**src/core/ccd_readout_consts.vh**
```
// Constants for the line readout sequencer
// ==========================================
`ifndef CCD_READOUT_CONSTS_VH
`define CCD_READOUT_CONSTS_VH

// ==========================================
// Register map, word offsets in bytes
`define REG_CTRL         8'h00
`define REG_STATUS       8'h04
`define REG_ROWS         8'h08
`define REG_SETTLE       8'h0c
`define REG_DIV          8'h10

// ==========================================
// Control fields
`define CTRL_START       0
`define CTRL_DUAL        1
`define CTRL_DUMP        2
`define CTRL_ABORT       3

// ==========================================
// Reset values
`define ROWS_RST         12'h818
`define SETTLE_RST       16'h000a
`define DIV_RST          8'h00

// ==========================================
// Line geometry
`define EMPTY_CELLS      12
`define DARK_CELLS       28
`define IMAGE_SINGLE     2056
`define IMAGE_DUAL       1028
`define LINE_SINGLE      2124
`define LINE_DUAL        1068
`define SHIELD_ROWS      10
`define PHOTO_ROWS       2062

// ==========================================
// Timing
`define CLK_HZ           10000000
`define VPULSE_NS        1000
`define VPULSE_CYC       ((`VPULSE_NS * (`CLK_HZ / 1000000) + 999) / 1000)

`endif

```
**src/core/ccd_line_transfer_readout.v**
```verilog
// Host-side timing generator for two-output interline sensor line readout
//
// Added by the designer: the Wishbone interface to the registers and the placing of the registers.
`timescale 1ns/1ps
`include "ccd_readout_consts.vh"

module ccd_line_transfer_readout #(
  parameter ROW_W = 12,
  parameter CNT_W = 16
) (
  input  wire        clk_i,
  input  wire        rst_i,
  input  wire        wb_cyc_i,
  input  wire        wb_stb_i,
  input  wire        wb_we_i,
  input  wire [7:0]  wb_adr_i,
  input  wire [31:0] wb_dat_i,
  input  wire [3:0]  wb_sel_i,
  output reg  [31:0] wb_dat_o,
  output reg         wb_ack_o,
  output reg         vertical_phase_one_o,
  output reg         vertical_phase_two_o,
  output reg         left_storage_a_o,
  output reg         left_storage_b_o,
  output reg         left_barrier_a_o,
  output reg         left_barrier_b_o,
  output reg         right_storage_a_o,
  output reg         right_storage_b_o,
  output reg         right_barrier_a_o,
  output reg         right_barrier_b_o,
  output reg         line_dump_gate_o,
  output reg         reset_gate_o,
  output reg         substrate_o,
  output reg         sample_o,
  output reg         dark_ref_o,
  output reg         image_o,
  output reg         line_start_o,
  output reg         busy_o
);

  localparam ST_IDLE   = 3'd0;
  localparam ST_V1     = 3'd1;
  localparam ST_V2     = 3'd2;
  localparam ST_SETTLE = 3'd3;
  localparam ST_HA     = 3'd4;
  localparam ST_HB     = 3'd5;

  // Header counts are plain integers, trimmed to the counter width here
  localparam integer VPULSE_I = `VPULSE_CYC;
  localparam integer SINGLE_I = `LINE_SINGLE;
  localparam integer DUAL_I   = `LINE_DUAL;
  localparam integer EMPTY_I  = `EMPTY_CELLS;
  localparam integer DARK_I   = `DARK_CELLS;
  localparam integer IMG_S_I  = `IMAGE_SINGLE;
  localparam integer IMG_D_I  = `IMAGE_DUAL;

  localparam [CNT_W-1:0] VPULSE   = VPULSE_I[CNT_W-1:0];
  localparam [CNT_W-1:0] N_SINGLE = SINGLE_I[CNT_W-1:0];
  localparam [CNT_W-1:0] N_DUAL   = DUAL_I[CNT_W-1:0];
  localparam [CNT_W-1:0] N_EMPTY  = EMPTY_I[CNT_W-1:0];
  localparam [CNT_W-1:0] N_DARK   = DARK_I[CNT_W-1:0];
  localparam [CNT_W-1:0] N_IMG_S  = IMG_S_I[CNT_W-1:0];
  localparam [CNT_W-1:0] N_IMG_D  = IMG_D_I[CNT_W-1:0];

  // ==========================================
  // Registers
  reg             dual_r;
  reg             dump_r;
  reg             go_r;
  reg [ROW_W-1:0] rows_r;
  reg [15:0]      settle_r;
  reg [7:0]       div_r;
  reg [ROW_W-1:0] rows_done_r;
  reg             done_r;
  reg [2:0]       state_r;
  reg [CNT_W-1:0] cnt_r;
  reg [CNT_W-1:0] pix_r;
  reg [7:0]       divc_r;
  reg             ha_r;
  reg             vert_r;

  wire            hit  = wb_cyc_i & wb_stb_i & ~wb_ack_o;
  wire            wr   = hit & wb_we_i & wb_sel_i[0];
  // A pixel takes at least two clocks, far below the output amplifier limit
  wire            tick = (divc_r == div_r);
  wire [CNT_W-1:0] line_len = dual_r ? N_DUAL : N_SINGLE;
  wire [CNT_W-1:0] img_end  = N_EMPTY + N_DARK + (dual_r ? N_IMG_D : N_IMG_S);
  // Pixel class of the cell being clocked out now
  wire in_dark  = (pix_r >= N_EMPTY + 16'd1) & (pix_r < N_EMPTY + N_DARK - 16'd1);
  wire in_img   = (pix_r >= N_EMPTY + N_DARK) & (pix_r < img_end);
  wire in_tail  = ~dual_r & (pix_r >= img_end + 16'd1) & (pix_r < N_SINGLE - 16'd1);

  // ==========================================
  // Wishbone slave, ack one cycle after strobe
  always @(posedge clk_i)
  begin
    if (rst_i)
    begin
      wb_ack_o <= 1'b0;
      wb_dat_o <= 32'h00000000;
      dual_r   <= 1'b0;
      dump_r   <= 1'b0;
      go_r     <= 1'b0;
      rows_r   <= `ROWS_RST;
      settle_r <= `SETTLE_RST;
      div_r    <= `DIV_RST;
    end
    else
    begin
      wb_ack_o <= hit;
      if (hit)
      begin
        case (wb_adr_i)
          `REG_CTRL:   wb_dat_o <= {29'h0, dump_r, dual_r, go_r};
          `REG_STATUS: wb_dat_o <= {15'h0, done_r, 1'b0, busy_o, 2'h0, rows_done_r};
          `REG_ROWS:   wb_dat_o <= {20'h0, rows_r};
          `REG_SETTLE: wb_dat_o <= {16'h0, settle_r};
          `REG_DIV:    wb_dat_o <= {24'h0, div_r};
          default:     wb_dat_o <= 32'h00000000;
        endcase
      end
      // Mode and length frozen while a frame runs, so a line never mixes modes
      if (wr && wb_adr_i == `REG_CTRL && state_r == ST_IDLE)
      begin
        dual_r <= wb_dat_i[`CTRL_DUAL];
        dump_r <= wb_dat_i[`CTRL_DUMP];
      end
      if (wr && wb_adr_i == `REG_CTRL && wb_dat_i[`CTRL_START] && state_r == ST_IDLE)
        go_r <= 1'b1;
      else if (state_r != ST_IDLE)
        go_r <= 1'b0;
      if (wr && wb_adr_i == `REG_ROWS && state_r == ST_IDLE)
        rows_r <= wb_dat_i[ROW_W-1:0];
      if (wr && wb_adr_i == `REG_SETTLE && state_r == ST_IDLE)
        settle_r <= {wb_sel_i[1] ? wb_dat_i[15:8] : settle_r[15:8], wb_dat_i[7:0]};
      if (wr && wb_adr_i == `REG_DIV && state_r == ST_IDLE)
        div_r <= wb_dat_i[7:0];
    end
  end

  wire abort = wr && (wb_adr_i == `REG_CTRL) && wb_dat_i[`CTRL_ABORT];

  // ==========================================
  // Line sequencer
  always @(posedge clk_i)
  begin
    if (rst_i)
    begin
      state_r     <= ST_IDLE;
      cnt_r       <= {CNT_W{1'b0}};
      pix_r       <= {CNT_W{1'b0}};
      divc_r      <= 8'h00;
      rows_done_r <= {ROW_W{1'b0}};
      done_r      <= 1'b0;
      ha_r        <= 1'b1;
      vert_r      <= 1'b0;
    end
    else if (abort)
    begin
      state_r <= ST_IDLE;
      ha_r    <= 1'b1;
      vert_r  <= 1'b0;
    end
    else
    begin
      divc_r <= tick ? 8'h00 : divc_r + 8'h01;
      // Done flag: a new frame start clears it, the set from the last row wins
      if (go_r && state_r == ST_IDLE)
        done_r <= 1'b0;
      case (state_r)
        ST_IDLE:
        begin
          ha_r <= 1'b1;
          if (go_r)
          begin
            rows_done_r <= {ROW_W{1'b0}};
            cnt_r       <= {CNT_W{1'b0}};
            vert_r      <= 1'b1;
            state_r     <= ST_V1;
          end
        end
        ST_V1:
        begin
          // Horizontal phases parked a high, b low while vertical moves, except right barriers in single mode (a low, b high)
          ha_r <= 1'b1;
          if (cnt_r == VPULSE - 16'd1)
          begin
            cnt_r   <= {CNT_W{1'b0}};
            state_r <= ST_V2;
          end
          else
            cnt_r <= cnt_r + 16'd1;
        end
        ST_V2:
        begin
          ha_r <= 1'b1;
          if (cnt_r == VPULSE - 16'd1)
          begin
            cnt_r   <= {CNT_W{1'b0}};
            vert_r  <= 1'b0;
            state_r <= ST_SETTLE;
          end
          else
            cnt_r <= cnt_r + 16'd1;
        end
        ST_SETTLE:
        begin
          // Counted from the falling edge of the vertical pulse
          if (cnt_r >= settle_r)
          begin
            cnt_r   <= {CNT_W{1'b0}};
            pix_r   <= {CNT_W{1'b0}};
            state_r <= ST_HA;
          end
          else
            cnt_r <= cnt_r + 16'd1;
        end
        ST_HA:
          if (tick)
          begin
            ha_r    <= 1'b0;
            state_r <= ST_HB;
          end
        ST_HB:
          if (tick)
          begin
            ha_r <= 1'b1;
            if (pix_r == line_len - 16'd1)
            begin
              rows_done_r <= rows_done_r + 1'b1;
              if (rows_done_r + 1'b1 == rows_r)
              begin
                done_r  <= 1'b1;
                state_r <= ST_IDLE;
              end
              else
              begin
                cnt_r   <= {CNT_W{1'b0}};
                vert_r  <= 1'b1;
                state_r <= ST_V1;
              end
            end
            else
            begin
              pix_r   <= pix_r + 16'd1;
              state_r <= ST_HA;
            end
          end
        default: state_r <= ST_IDLE;
      endcase
    end
  end

  // ==========================================
  // Registered pin drivers; all toggle on one edge to keep barriers aligned
  wire hclk = (state_r == ST_HA) | (state_r == ST_HB);
  always @(posedge clk_i)
  begin
    if (rst_i)
    begin
      vertical_phase_one_o <= 1'b0;
      vertical_phase_two_o <= 1'b0;
      left_storage_a_o     <= 1'b1;
      left_storage_b_o     <= 1'b0;
      left_barrier_a_o     <= 1'b1;
      left_barrier_b_o     <= 1'b0;
      right_storage_a_o    <= 1'b1;
      right_storage_b_o    <= 1'b0;
      right_barrier_a_o    <= 1'b0;
      right_barrier_b_o    <= 1'b1;
      line_dump_gate_o     <= 1'b0;
      reset_gate_o         <= 1'b0;
      substrate_o          <= 1'b0;
      sample_o             <= 1'b0;
      dark_ref_o           <= 1'b0;
      image_o              <= 1'b0;
      line_start_o         <= 1'b0;
      busy_o               <= 1'b0;
    end
    else
    begin
      vertical_phase_one_o <= vert_r & (state_r == ST_V1);
      vertical_phase_two_o <= vert_r & (state_r == ST_V2);
      left_storage_a_o     <= ha_r;
      left_storage_b_o     <= ~ha_r;
      left_barrier_a_o     <= ha_r;
      left_barrier_b_o     <= ~ha_r;
      right_storage_a_o    <= ha_r;
      right_storage_b_o    <= ~ha_r;
      // Right barriers swapped in single mode, straight in dual mode
      right_barrier_a_o    <= dual_r ? ha_r : ~ha_r;
      right_barrier_b_o    <= dual_r ? ~ha_r : ha_r;
      // Dump gate only spans the vertical transfer, never horizontal readout
      line_dump_gate_o     <= dump_r & vert_r;
      substrate_o          <= 1'b0;
      // Reset gate in the first half pixel, sample strobe in the second
      reset_gate_o         <= (state_r == ST_HA);
      sample_o             <= (state_r == ST_HB) & tick;
      dark_ref_o           <= hclk & (in_dark | in_tail);
      image_o              <= hclk & in_img;
      // Line marker lets downstream buffer and reverse the right half
      line_start_o         <= (state_r == ST_SETTLE) & (cnt_r >= settle_r);
      busy_o               <= (state_r != ST_IDLE) | go_r;
    end
  end

endmodule // ccd_line_transfer_readout

```
**config.mk**
```make
export PLATFORM = sky130hd
export DESIGN_NAME = ccd_line_transfer_readout
export DESIGN_NICKNAME = d
export VERILOG_FILES = /design/src/core/ccd_line_transfer_readout.v
export VERILOG_INCLUDE_DIRS = /design/src /design/src/core
export SDC_FILE = /design/constraint.sdc
export NUM_CORES = 1
export LEC_CHECK = 0
export ABC_CLOCK_PERIOD_IN_PS = 2600
export BUFFER_PORTS_ARGS = -buffer_cell sky130_fd_sc_hd__buf_2
export CORE_MARGIN = 4
export CORE_UTILIZATION = 40
export CTS_CLUSTER_SIZE = 40
export DETAILED_ROUTE_END_ITERATION = 10
export SLEW_MARGIN = 15
export SYNTH_ARGS = -nofsm -noshare
export SYNTH_HDL_FRONTEND = slang
export SYNTH_SLANG_ARGS = --single-unit
```
**constraint.sdc**
```tcl
create_clock -name clk_i -period 2.6 [get_ports clk_i]
set_clock_uncertainty 0.1 [all_clocks]
set_input_delay 0.13 -clock clk_i [delete_from_list [all_inputs] [get_ports clk_i]]
set_output_delay 0.13 -clock clk_i [all_outputs]
set_load 0.02 [all_outputs]
```
Word-level counts from Yosys, hierarchy flattened
Index checks and enable logic that the tools add are counted.
Storage, ports and cells
  register bits: 143
  output and inout bits: 51
  input bits: 49
  word-level logic and storage cells: 165
Cells by class
  $lt $le $gt $ge: 7
  reduce and logical (&&, ||, !) cells: 31
  add/sub/neg operators: 7
  bitwise gates (word level): 22
  mux-type cells: 46
  eq/ne operators: 22
Operators with widths (number)
  2-to-1 mux 16 bit: 9
  one-hot mux 17 bit (5 select lines): 1
  one-hot mux 16 bit (4 select lines): 1
  2-to-1 mux 12 bit: 5
  adder 16 x 1 -> 16 bit (second input constant): 2
  one-hot mux 16 bit (2 select lines): 1
  one-hot mux 12 bit (2 select lines): 1
  2-to-1 mux 3 bit: 7
  one-hot mux 3 bit (6 select lines): 1
  AND reduction 6 bit: 3
  2-to-1 mux 1 bit: 17
  equality test 16 bit: 1
  equality test 16 x 4 -> 1 bit (second input constant): 1
  equality test 8 x 4 -> 1 bit (second input constant): 2
  >= comparator 16 x 14 -> 1 bit: 1
  >= comparator 16 bit: 1
  >= comparator 16 x 4 -> 1 bit (second input constant): 1
  >= comparator 16 x 6 -> 1 bit (second input constant): 1
  < comparator 16 x 12 -> 1 bit (second input constant): 1
  < comparator 16 x 13 -> 1 bit: 1
  < comparator 16 x 6 -> 1 bit (second input constant): 1
  != test 2 bit (second input constant): 8
  AND 1 bit: 15
  adder 13 x 1 -> 14 bit (second input constant): 1
  27 further kinds: 52

Longest topological paths before layout
Gate-level depths: netlist of run 1.
  depth after elaboration: 8
  depth in mapped cells: 11
  mapped depth without buffers: 9

Least setup slack after synthesis of run 1
No wires, ideal clock.
  kind: reg2reg
  start point: reg dual_r
  end point: reg cnt_r[8]
  slack: -0.066 ns
  stages on the path, launching flop included: 11
  library setup time: 0.132 ns
  buffers on the path: 1
  arrival: 2.434 ns
  period minus slack after synthesis: 2.666 ns
  required time: 2.368 ns
  path through: dfxtp_1 > inv_1 > ha_1 > and4bb_2 > nand4_1 > nand4bb_1 > a21boi_1 > o22ai_1 > a41oi_4 > buf_12 > a31oi_4
Between the ends
  longest elaborated chain between the ends: 5
RTL lines
  start: declaration: RTL line ccd_line_transfer_readout.v:67  | reg dual_r;
  start signal: assignment: RTL line ccd_line_transfer_readout.v:125  | dual_r <= wb_dat_i[`CTRL_DUAL];
  2-to-1 mux 12 bit: RTL line ccd_line_transfer_readout.v:86  | wire [CNT_W-1:0] line_len = dual_r ? N_DUAL : N_SINGLE;
  subtractor 12 x 1 -> 13 bit: RTL line ccd_line_transfer_readout.v:228  | if (pix_r == line_len - 16'd1)
  equality test 16 bit: RTL line ccd_line_transfer_readout.v:228
  != test 2 bit (no source line)
  AND reduction 6 bit (no source line)
  end signal: assignment: RTL line ccd_line_transfer_readout.v:211  | cnt_r <= {CNT_W{1'b0}};
  end signal: assignment: RTL line ccd_line_transfer_readout.v:216  | cnt_r <= cnt_r + 16'd1;
  end signal: assignment: RTL line ccd_line_transfer_readout.v:238  | cnt_r <= {CNT_W{1'b0}};
  end: declaration: RTL line ccd_line_transfer_readout.v:76  | reg [CNT_W-1:0] cnt_r;
No other way between the ends.
A chain may end at the register's enable or synchronous reset.

Worst setup path in the final report of run 1
  start point: reg settle_r[13]
  end point: reg pix_r[13]
Between the ends
  longest elaborated chain between the ends: 3
RTL lines
  start: declaration: RTL line ccd_line_transfer_readout.v:71  | reg [15:0] settle_r;
  start signal: assignment: RTL line ccd_line_transfer_readout.v:105  | settle_r <= `SETTLE_RST;
  start signal: assignment: RTL line ccd_line_transfer_readout.v:135  | settle_r <= {wb_sel_i[1] ? wb_dat_i[15:8] : settle_r[15:8], wb_dat_i[7:0]};
  >= comparator 16 bit: RTL line ccd_line_transfer_readout.v:209  | if (cnt_r >= settle_r)
  != test 2 x 1 -> 1 bit (no source line)
  AND reduction 5 bit (no source line)
  end signal: assignment: RTL line ccd_line_transfer_readout.v:151  | pix_r <= {CNT_W{1'b0}};
  end signal: assignment: RTL line ccd_line_transfer_readout.v:212  | pix_r <= {CNT_W{1'b0}};
  end signal: assignment: RTL line ccd_line_transfer_readout.v:245  | pix_r <= pix_r + 16'd1;
  end: declaration: RTL line ccd_line_transfer_readout.v:77  | reg [CNT_W-1:0] pix_r;
No other way between the ends.

==> impl_metrics.csv, run 1 <==
group,metric,value,unit
outcome,status,"finished with violations",
outcome,violations,"setup timing",
clock_tree,cts_buffers,17,
setup_path,start_kind,"flip-flop",
cells_and_area,finish.instance_area,0.00980,mm^2
clock_tree,clock_path_buffers,2,
synthesis,synth_edf_count,0,
synthesis,synth_cell_types,82,
synthesis,syn_inst,891,
power_and_ir_drop,power_density,470,mW/mm^2
power_and_ir_drop,p_sw,1.00,mW
grt,antenna_found_initial,0,
grt,grt_pass1_wl,34.5,mm
placement,numPortBuffers,65,
synthesis,synth.top_cell.area_share,0.344,
floorplan,die_width,145,um
cells_and_area,fillers,1673,
setup_path,worstSetupPathType,"reg2reg",
grt,overflow,0,
setup_path,worst-path-max-fanout,4,
floorplan,fp.coreArea,0.0181,mm^2
cells_and_area,seq_area,0.00258,mm^2
synthesis,syn_area_per_cell,8.37,um^2
cells_and_area,layout.cells.non_filler,1290,
sta,fmax,382,MHz
sta,hold_slack,97.8,ps
detailed_routing,drt_iter0_drc,482,
flow_run,cap_violations,0,
clock_tree,clock_latency,420,ps
cells_and_area,layout-drive-gt1-share,0.281,
sta,finalSetupViolCount,2,
cells_and_area,multi_input_area,0.00475,mm^2
synthesis,synth.area.mux_share,0.0448,
sta,slew_headroom,0.632,
clock_tree,clock-sinks,128,
clock_tree,root_buffer,"clkbuf_16",
detailed_routing,avgViaCountPerCell,5.51,
synthesis,yosysSeqAreaShare,0.344,
synthesis,synth-xor-area-share,0.0398,
sta,tightest_slew,548,ps
synthesis,synth.area.top_cells,"dfxtp_1 (34%), ha_1 (5.0%), nand2_1 (4.5%), a21oi_1 (4.4%), mux2i_1 (4.0%)",
detailed_routing,final_antenna_net_count,0,
grt,grt_pass1_vias,6565,
cells_and_area,nets,1128,
power_and_ir_drop,p_int,3.60,mW
power_and_ir_drop,seq_power_share,0.427,
sta,layout_worst_path_cycle_share,1.01,
grt,track_usage,0.208,
synthesis,synth-compound-area-share,0.209,
floorplan,io_pins,100,
power_and_ir_drop,power,4.61,mW
cells_and_area,antenna_cells,0,
placement,dpl-instance-area,0.00855,mm^2
power_and_ir_drop,comb_power_share,0.042,
setup_path,critPathCaptureType,"flip-flop",
sta,timing.final.crit_period,2620,ps
clock_tree,htreeDepth,4,
sta,drv_slew,0,
detailed_routing,wl_per_cell,17.2,um
detailed_routing,remaining_drc_errors,0,
power_and_ir_drop,power.share.clock,0.532,
floorplan,rows,49,
grt,grt_max_degree,44,
placement,dp_hpwl,15.7,mm
cells_and_area,syn_to_final_growth,31.5,%
sta,finalHoldViolations,0,
detailed_routing,via_count,7106,
floorplan,die_area,0.0209,mm^2
power_and_ir_drop,peakVddDrop,0.540,mV
sta,grt_setup_unrepaired,"yes",
synthesis,ys_warn_count,0,
clock_tree,path_clk_slew,60,ps
synthesis,syn_area,0.00746,mm^2
synthesis,synth_top_flop_cell,"dfxtp_1",
sta,fin_ws,-20.5,ps
power_and_ir_drop,leakage,4.05,nW
detailed_routing,dr.pass1.iters,5,
clock_tree,cts_tree,"built",
detailed_routing,drt_wl_total,22.2,mm
setup_path,crit_arrival,2820,ps
floorplan,start_util,0.411,
synthesis,yosys.area_share.simple,0.241,
synthesis,synth_top_family_by_area,"simple AND/OR/NAND/NOR gates",
placement,gp_congestion,0.861,
floorplan,die_y,145,um
synthesis,synth_area_leader_cell,"dfxtp_1",
hold_path,hp-class,"in2reg",
synthesis,ys_ff_latch,128,
setup_path,worstPathRequired,2800,ps
power_and_ir_drop,swShare,0.218,
placement,dpl.cell_count,1229,
synthesis,synth_fa_ha_area_frac,0.0503,
synthesis,synthArstFlopShare,0,
## metrics by stage
step | setup TNS [ps] | worst slack [ps] | utilization
2_1_floorplan | 0 | 36.8 | -
6_report | -40.3 | -20.5 | 0.540
4_1_cts | -40.3 | -17.0 | 0.516
3_5_place_dp | -3480 | -235 | 0.471
5_1_grt | -1560 | -108 | 0.540
3_3_place_gp | -2360 | -191 | 0.471
## flip-flops by register name, summed over array words and instances (netlist names), 3 cells and up
register / flops
wb_dat_o: 17
cnt_r: 16
pix_r: 16
settle_r: 16
rows_done_r: 12
rows_r: 12
div_r: 8
divc_r: 8
state_r: 3
## kinds of logic (layout without fill, tap and decap cells)
| group | after synthesis | after routing |
|---|---|---|
| flip-flops | 128 | 128 |
| AND/OR/NAND/NOR | 342 | 342 |
| buffers and inverters | 109 | 264 |
| XOR/XNOR | 33 | 33 |
| AO/OA/AOI/OAI | 215 | 215 |
| multiplexers | 33 | 33 |
| other | 1 | 16 |
| adder cells (fa/ha/maj) | 30 | 30 |
## final cells by class
cell class                 count  area share
inverter                      37      0.0142
clock inverter                10      0.0138
tap                          229      0.0292
sequential                   128       0.263
timing repair buffer         196       0.147
clock buffer                  21      0.0480
multi-input combinational    669       0.485
## power by group through the flow
stage               Clock, mW  Sequential (mW)  Combinational, mW
finish                   2.45             1.97              0.191
global placement            0             2.01              0.160
CTS                      2.49             1.97              0.182
global route             2.59             1.97              0.203
detailed placement          0             2.01              0.160
floorplan                   0             2.01              0.110
## final timing paths
check	cells past startpoint	endpoint	slack, ps	from
setup reg to reg	10	pix_r[13]$_SDFFE_PP0P_	-20	settle_r[13]$_SDFFE_PP0P_
setup / recovery	10	pix_r[13]$_SDFFE_PP0P_	-20	settle_r[13]$_SDFFE_PP0P_
hold reg to reg	2	wb_dat_o[13]$_SDFFE_PP0P_	350	wb_dat_o[13]$_SDFFE_PP0P_
hold / removal	4	wb_ack_o$_SDFF_PP0_	100	wb_cyc_i
## metal layers
metal	vias up	wire (um)	track usage
li1	3503	-	-
met1	3389	10800	0.295
met2	190	10200	0.325
met3	24	887	0.0367
met4	0	306	0.0550
met5	-	0	0
## worst max-delay path: stages, from the launching register on
cell       delay, ps
dfxtp_2          340
inv_2             50
ha_4             250
nand4_1          190
nor3_4           200
or4b_4           530
a311oi_4         260
o211a_4          250
clkbuf_16        160
o211a_1          140
nor3_1            40
## synth_stat cells (11+ instances only)
cell type    n
and3_1      24
a22oi_1     11
nand3_1     41
nor3_1      31
buf_2       16
inv_1       37
xor2_1      17
o21ai_0     33
a31oi_1     23
clkbuf_1    29
dfxtp_1    128
nand2_1     90
xnor2_1     15
nor2_1      76
nand4_1     11
buf_4       21
ha_1        30
nand2b_1    18
mux2i_1     30
a21oi_1     66
## cells in the final DEF (no fill, tap or decap), types with 17 or more instances in the layout
master / count
buf_4: 105
nor3_1: 27
dfxtp_1: 117
o21ai_0: 30
dlygate4sd3_1: 18
nand3_1: 38
and3_1: 24
nor2_1: 76
nand2_1: 90
a31oi_1: 21
xor2_1: 17
clkbuf_16: 20
mux2i_1: 30
buf_2: 65
ha_1: 22
a21oi_1: 62
inv_1: 31
## timing repair
item / in CTS / in global routing
resized for setup: 9 / 60
hold endpoints to repair: 41 / 0
pin swaps: 4 / 14
setup buffers: 0 / 8
hold buffers: 18 / 0
cloned: 0 / 4
endpoints found under the setup margin: 34 / 40
No activity file was read; power rests on OpenSTA's default activity.
==> run 2, diff against run 1 <==
--- a/config.mk
+++ b/config.mk
@@ -12,6 +12,7 @@
 export CORE_UTILIZATION = 40
 export CTS_CLUSTER_SIZE = 40
 export DETAILED_ROUTE_END_ITERATION = 10
+export PLACE_DENSITY_LB_ADDON = 0.05
 export SLEW_MARGIN = 15
 export SYNTH_ARGS = -nofsm -noshare
 export SYNTH_HDL_FRONTEND = slang
==> run 2 against run 1 <==
  * The flow now finishes without violations
  * Utilization barely moved
  * Via count rose by 0.58%
  * Critical endpoint is now cnt_r[13]$_SDFFE_PP0P_
  * Critical path type unchanged
  * Critical path depth did not move
  * Sequential share of layout area rose by 0.074 points
==> impl_metrics.csv, run 2 (synthesis results as in run 1) <==
group,metric,value,unit
detailed_routing,remaining_drc_errors,0,
detailed_routing,final_antenna_net_count,0,
cells_and_area,finish.instance_area,0.00980,mm^2
cells_and_area,antenna_cells,0,
detailed_routing,drt_iter0_drc,458,
clock_tree,path_clk_slew,60,ps
setup_path,crit_arrival,2750,ps
detailed_routing,wl_per_cell,17.8,um
sta,fmax,393,MHz
clock_tree,cts_tree,"built",
cells_and_area,fillers,1677,
setup_path,worst-path-max-fanout,7,
placement,dpl.cell_count,1226,
hold_path,hp-class,"in2reg",
cells_and_area,top_register,"wb_dat_o",
clock_tree,clock_latency,420,ps
power_and_ir_drop,peakVddDrop,0.402,mV
floorplan,io_pins,100,
grt,overflow,0,
placement,dp_hpwl,16.6,mm
grt,grt_pass1_vias,6859,
power_and_ir_drop,swShare,0.229,
power_and_ir_drop,p_sw,1.06,mW
power_and_ir_drop,p_int,3.59,mW
sta,tightest_slew,820,ps
clock_tree,cts_buffers,17,
cells_and_area,layout-drive-gt1-share,0.282,
sta,finalSetupViolCount,0,
clock_tree,clock_path_buffers,2,
cells_and_area,final_cell_mix,"dfxtp_1 (112), buf_4 (99), nand2_1 (89), nor2_1 (76), buf_2 (66)",
power_and_ir_drop,leakage,4.05,nW
sta,layout_worst_path_cycle_share,0.979,
grt,antenna_found_initial,0,
placement,dpl-instance-area,0.00854,mm^2
detailed_routing,via_count,7147,
cells_and_area,layout.cells.non_filler,1291,
outcome,status,"finished clean",
clock_tree,root_buffer,"clkbuf_16",
floorplan,die_area,0.0209,mm^2
setup_path,worstSetupPathType,"reg2reg",
detailed_routing,drt_wl_total,23.0,mm
floorplan,start_util,0.411,
setup_path,worstPathRequired,2800,ps
cells_and_area,layout_commonest_cell,"dfxtp_1",
hold_path,min_path_cells,4,
floorplan,die_y,145,um
flow_run,cap_violations,0,
sta,grt_setup_unrepaired,"yes",
grt,grt_pass1_wl,35.8,mm
floorplan,rows,49,
sta,finalHoldViolations,0,
clock_tree,htreeDepth,4,
setup_path,r2r_cells,10,
cells_and_area,final_core_util,0.540,
grt,track_usage,0.217,
sta,timing.final.crit_period,2540,ps
power_and_ir_drop,seq_power_share,0.423,
power_and_ir_drop,power_density,475,mW/mm^2
clock_tree,clock-sinks,128,
sta,drv_slew,0,
placement,numPortBuffers,65,
cells_and_area,syn_to_final_growth,31.4,%
detailed_routing,dr.pass1.iters,5,
power_and_ir_drop,comb_power_share,0.040,
sta,slew_headroom,0.452,
grt,grt_max_degree,36,
setup_path,start_kind,"flip-flop",
floorplan,die_width,145,um
cells_and_area,nets,1128,
sta,tns,0,ps
power_and_ir_drop,power,4.65,mW
placement,gp_congestion,0.848,
cells_and_area,largest_register_ff_count,17,
setup_path,critPathCaptureType,"flip-flop",
power_and_ir_drop,power.share.clock,0.537,
detailed_routing,avgViaCountPerCell,5.54,
floorplan,fp.coreArea,0.0181,mm^2
==> run 2: per-stage QoR <==
stage | hold slack, ps | setup slack (ps)
floorplan | 154 | 36.8
global placement | 269 | -139
detailed placement | 277 | -162
CTS | 35.0 | 19.3
global route | 61.6 | -28.2
finish | 54.7 | 55.1
==> run 2: final timing paths <==
path	start	to	slack (ps)
worst max-delay path	dual_r$_SDFFE_PP0P_	cnt_r[13]$_SDFFE_PP0P_	60
worst min-delay path	rst_i	vertical_phase_two_o$_SDFF_PP0_	50
worst max register to register	dual_r$_SDFFE_PP0P_	cnt_r[13]$_SDFFE_PP0P_	60
worst min register to register	wb_dat_o[15]$_SDFFE_PP0P_	wb_dat_o[15]$_SDFFE_PP0P_	360
==> run 2: cell type report <==
cell class / instances / area [um^2] / area share
multi-input combinational: 669 / 4720 / 0.482
inverter: 37 / 139 / 0.0142
tap: 229 / 287 / 0.0292
timing repair buffer: 196 / 1450 / 0.148
clock buffer: 19 / 453 / 0.0462
sequential: 128 / 2580 / 0.264
clock inverter: 13 / 160 / 0.0163
==> run 2: critical path, stage by stage, from the launching register on <==
cell,delay [ps]
dfxtp_4,390
inv_2,60
ha_4,260
and4bb_2,270
nand4_1,140
nand4bb_4,270
a21boi_2,180
o22ai_2,110
a41oi_4,330
clkbuf_16,250
a31oi_4,80
==> run 2: what timing repair did <==
action                     CTS  global route
hold endpoints to repair    39             0
gates resized for setup     13            55
hold buffers                23             0
pin swaps                    6             9
gates cloned                 0             3
setup buffers                2             5
setup endpoints to repair   40            41
==> run 2: layer usage <==
layer / track usage / routed length [um]
met5: 0 / 0
met2: 0.351 / 11000
met4: 0.0658 / 467
met1: 0.294 / 10600
met3: 0.0413 / 953
==> run 2: power by group through the flow <==
stage          sequential [mW]  combinational [mW]  clock, mW
5_1_grt                   1.97               0.199       2.63
3_5_place_dp              2.01               0.158          0
2_1_floorplan             2.01               0.110          0
4_1_cts                   1.97               0.179       2.54
6_report                  1.97               0.188       2.50
3_3_place_gp              2.01               0.157          0
==> run 3, diff against run 2 <==
--- a/config.mk
+++ b/config.mk
@@ -7,9 +7,10 @@
 export NUM_CORES = 1
 export LEC_CHECK = 0
 export ABC_CLOCK_PERIOD_IN_PS = 2600
-export BUFFER_PORTS_ARGS = -buffer_cell sky130_fd_sc_hd__buf_2
+export BUFFER_PORTS_ARGS = -buffer_cell sky130_fd_sc_hd__clkbuf_2
+export CAP_MARGIN = 20
 export CORE_MARGIN = 4
-export CORE_UTILIZATION = 40
+export CORE_UTILIZATION = 43
 export CTS_CLUSTER_SIZE = 40
 export DETAILED_ROUTE_END_ITERATION = 10
 export PLACE_DENSITY_LB_ADDON = 0.05
==> run 3 against run 2 <==
  * The flow now finishes with violations (setup timing)
  * Utilization up 3.3 points
  * Sequential power about the same
  * First-iteration DRC count up 1.5%
  * Clock power down 15%
  * Final cell count down 1.7%
  * Via count down 0.31%
  * Final area down 1.9%
  * Sequential cell count unchanged
  * Count of clock-buffer cells in the layout up 3
  * Setup slack worse by 73 ps
  * Global-route usage up 0.76 points
  * Critical path depth unchanged
  * Critical path type unchanged
==> impl_metrics.csv, run 3 (synthesis results as in run 1) <==
group,metric,value,unit
outcome,status,"finished with violations",
outcome,violations,"setup timing",
setup_path,cp_top_family,"simple AND/OR/NAND/NOR gates",
detailed_routing,final_antenna_net_count,0,
setup_path,path_cells,"inv_2 > ha_4 > nand4_1 > nor3_2 > or4b_4 > a311oi_4 > o211a_4 > clkbuf_16 > o211a_1 > nor3_1",
cells_and_area,layout_commonest_cell,"dfxtp_1",
setup_path,crit_start,"settle_r[15]$_SDFFE_PP0P_",
setup_path,start_kind,"flip-flop",
floorplan,rows,47,
floorplan,die_y,140,um
sta,tightest_slew,811,ps
cells_and_area,final_cell_mix,"dfxtp_1 (117), buf_4 (94), nand2_1 (89), nor2_1 (76), clkbuf_2 (65)",
setup_path,crit_slowest_cell,"or4b_4",
cells_and_area,syn_to_final_growth,28.9,%
sta,finalHoldViolations,0,
grt,antenna_found_initial,0,
sta,fin_ws,-17.9,ps
cells_and_area,final_core_util,0.573,
setup_path,timing.rr.start,"settle_r[15]$_SDFFE_PP0P_",
setup_path,crit_arrival,2820,ps
sta,timing.final.crit_period,2620,ps
hold_path,hp-class,"in2reg",
setup_path,ff2ff_setup_slack,-20,ps
floorplan,die_area,0.0195,mm^2
power_and_ir_drop,power,4.29,mW
placement,gp_congestion,0.874,
flow_run,cap_violations,0,
clock_tree,cts_buffers,17,
clock_tree,path_clk_slew,60,ps
grt,grt_pass1_vias,6725,
sta,grt_setup_unrepaired,"yes",
cells_and_area,layout-drive-gt1-share,0.266,
clock_tree,clock_latency,420,ps
floorplan,die_width,140,um
floorplan,fp.coreArea,0.0168,mm^2
setup_path,path_buf_inv,2,
grt,grt_pass1_wl,35.6,mm
clock_tree,clock-sinks,128,
grt,track_usage,0.225,
detailed_routing,wl_per_cell,18.0,um
floorplan,start_util,0.445,
setup_path,worst-path-max-fanout,4,
grt,grt_max_degree,60,
placement,numPortBuffers,65,
clock_tree,clock_path_buffers,2,
sta,layout_worst_path_cycle_share,1.01,
setup_path,crit_cells,10,
detailed_routing,avgViaCountPerCell,5.61,
floorplan,io_pins,100,
placement,dpl-instance-area,0.00845,mm^2
placement,dp_hpwl,16.5,mm
cells_and_area,largest_register_ff_count,17,
detailed_routing,via_count,7125,
clock_tree,root_buffer,"clkbuf_16",
power_and_ir_drop,leakage,3.93,nW
detailed_routing,drt_wl_total,22.8,mm
cells_and_area,nets,1119,
setup_path,critPathCaptureType,"flip-flop",
clock_tree,htreeDepth,4,
setup_path,rr_endpoint,"pix_r[11]$_SDFFE_PP0P_",
sta,drv_slew,0,
cells_and_area,antenna_cells,0,
setup_path,crit_end,"pix_r[11]$_SDFFE_PP0P_",
setup_path,worstSetupPathType,"reg2reg",
cells_and_area,top_register,"wb_dat_o",
power_and_ir_drop,power_density,446,mW/mm^2
grt,overflow,0,
sta,hold_slack,22.3,ps
setup_path,slowest_delay,530,ps
sta,slew_headroom,0.458,
cells_and_area,finish.instance_area,0.00961,mm^2
sta,finalSetupViolCount,2,
detailed_routing,dr.pass1.iters,6,
detailed_routing,drt_iter0_drc,465,
detailed_routing,remaining_drc_errors,0,
setup_path,r2r_cells,10,
sta,fmax,382,MHz
hold_path,hp-start,"wb_sel_i[1]",
power_and_ir_drop,peakVddDrop,0.438,mV
clock_tree,cts_tree,"built",
setup_path,worstPathRequired,2800,ps
==> run 3: worst reg2reg max path, delay by kind of cell, from the launching register on <==
| kind | cells | cell delay, ps |
|---|---|---|
| AOI/OAI and AO/OA | 3 | 690 |
| adders and majority gates | 1 | 250 |
| buffers and inverters | 2 | 200 |
| DFF | 1 | 350 |
| and+or+nand+nor | 4 | 890 |
==> run 3: what timing repair did <==
| item | 4_1_cts | 5_1_grt |
|---|---|---|
| buffers inserted | 1 | 8 |
| pin swaps | 5 | 16 |
| setup endpoints to repair | 39 | 45 |
| hold buffers | 19 | 0 |
| cloned | 0 | 4 |
| resized for setup | 12 | 49 |
| endpoints found under the hold margin | 39 | 0 |
==> run 3: cell type report <==
| cell class | instances | area [um^2] |
|---|---|---|
| Fill cell | 1544 | 7150 |
| Clock buffer | 22 | 474 |
| Tap cell | 220 | 275 |
| Multi-Input combinational cell | 669 | 4700 |
| Clock inverter | 6 | 37.5 |
| Timing Repair Buffer | 187 | 1400 |
| Sequential cell | 128 | 2580 |
| Inverter | 37 | 141 |
==> run 3: routing by layer <==
| metal | GRT usage | share of wire | vias up |
|---|---|---|---|
| li1 | - | - | 3468 |
| met1 | 0.305 | 0.46 | 3467 |
| met2 | 0.359 | 0.48 | 160 |
| met3 | 0.0425 | 0.037 | 30 |
| met4 | 0.0780 | 0.022 | 0 |
| met5 | 0 | 0 | - |
==> run 3: where the power goes <==
part           leakage, nW  switching, mW  internal [mW]
Combinational         2.65          0.120         0.0624
Clock                0.246          0.870           1.26
Sequential            1.04        0.00303           1.96
Total                 3.93          0.993           3.29
==> run 3: worst min-delay path by stage <==
stage                                           end  slack (ps)  depth (start not counted)
after CTS                 settle_r[11]$_SDFFE_PP0P_           6                          3
final                     settle_r[11]$_SDFFE_PP0P_          20                          3
after global placement      rows_r[11]$_SDFFE_PP1P_         280                          3
after detailed placement    rows_r[11]$_SDFFE_PP1P_         270                          3
after floorplan             rows_r[11]$_SDFFE_PP1P_         150                          2
after global routing       settle_r[9]$_SDFFE_PP0P_          30                          3
==> run 3: per-stage QoR <==
step / setup WS [ps] / TNS [ps] / std cells
floorplan: 36.8 / 0 / 906
global placement: -143 / -2220 / 1209
detailed placement: -165 / -2930 / 1209
CTS: 11.8 / 0 / 1257
global route: -115 / -1320 / 1269
finish: -17.9 / -18.6 / 1269
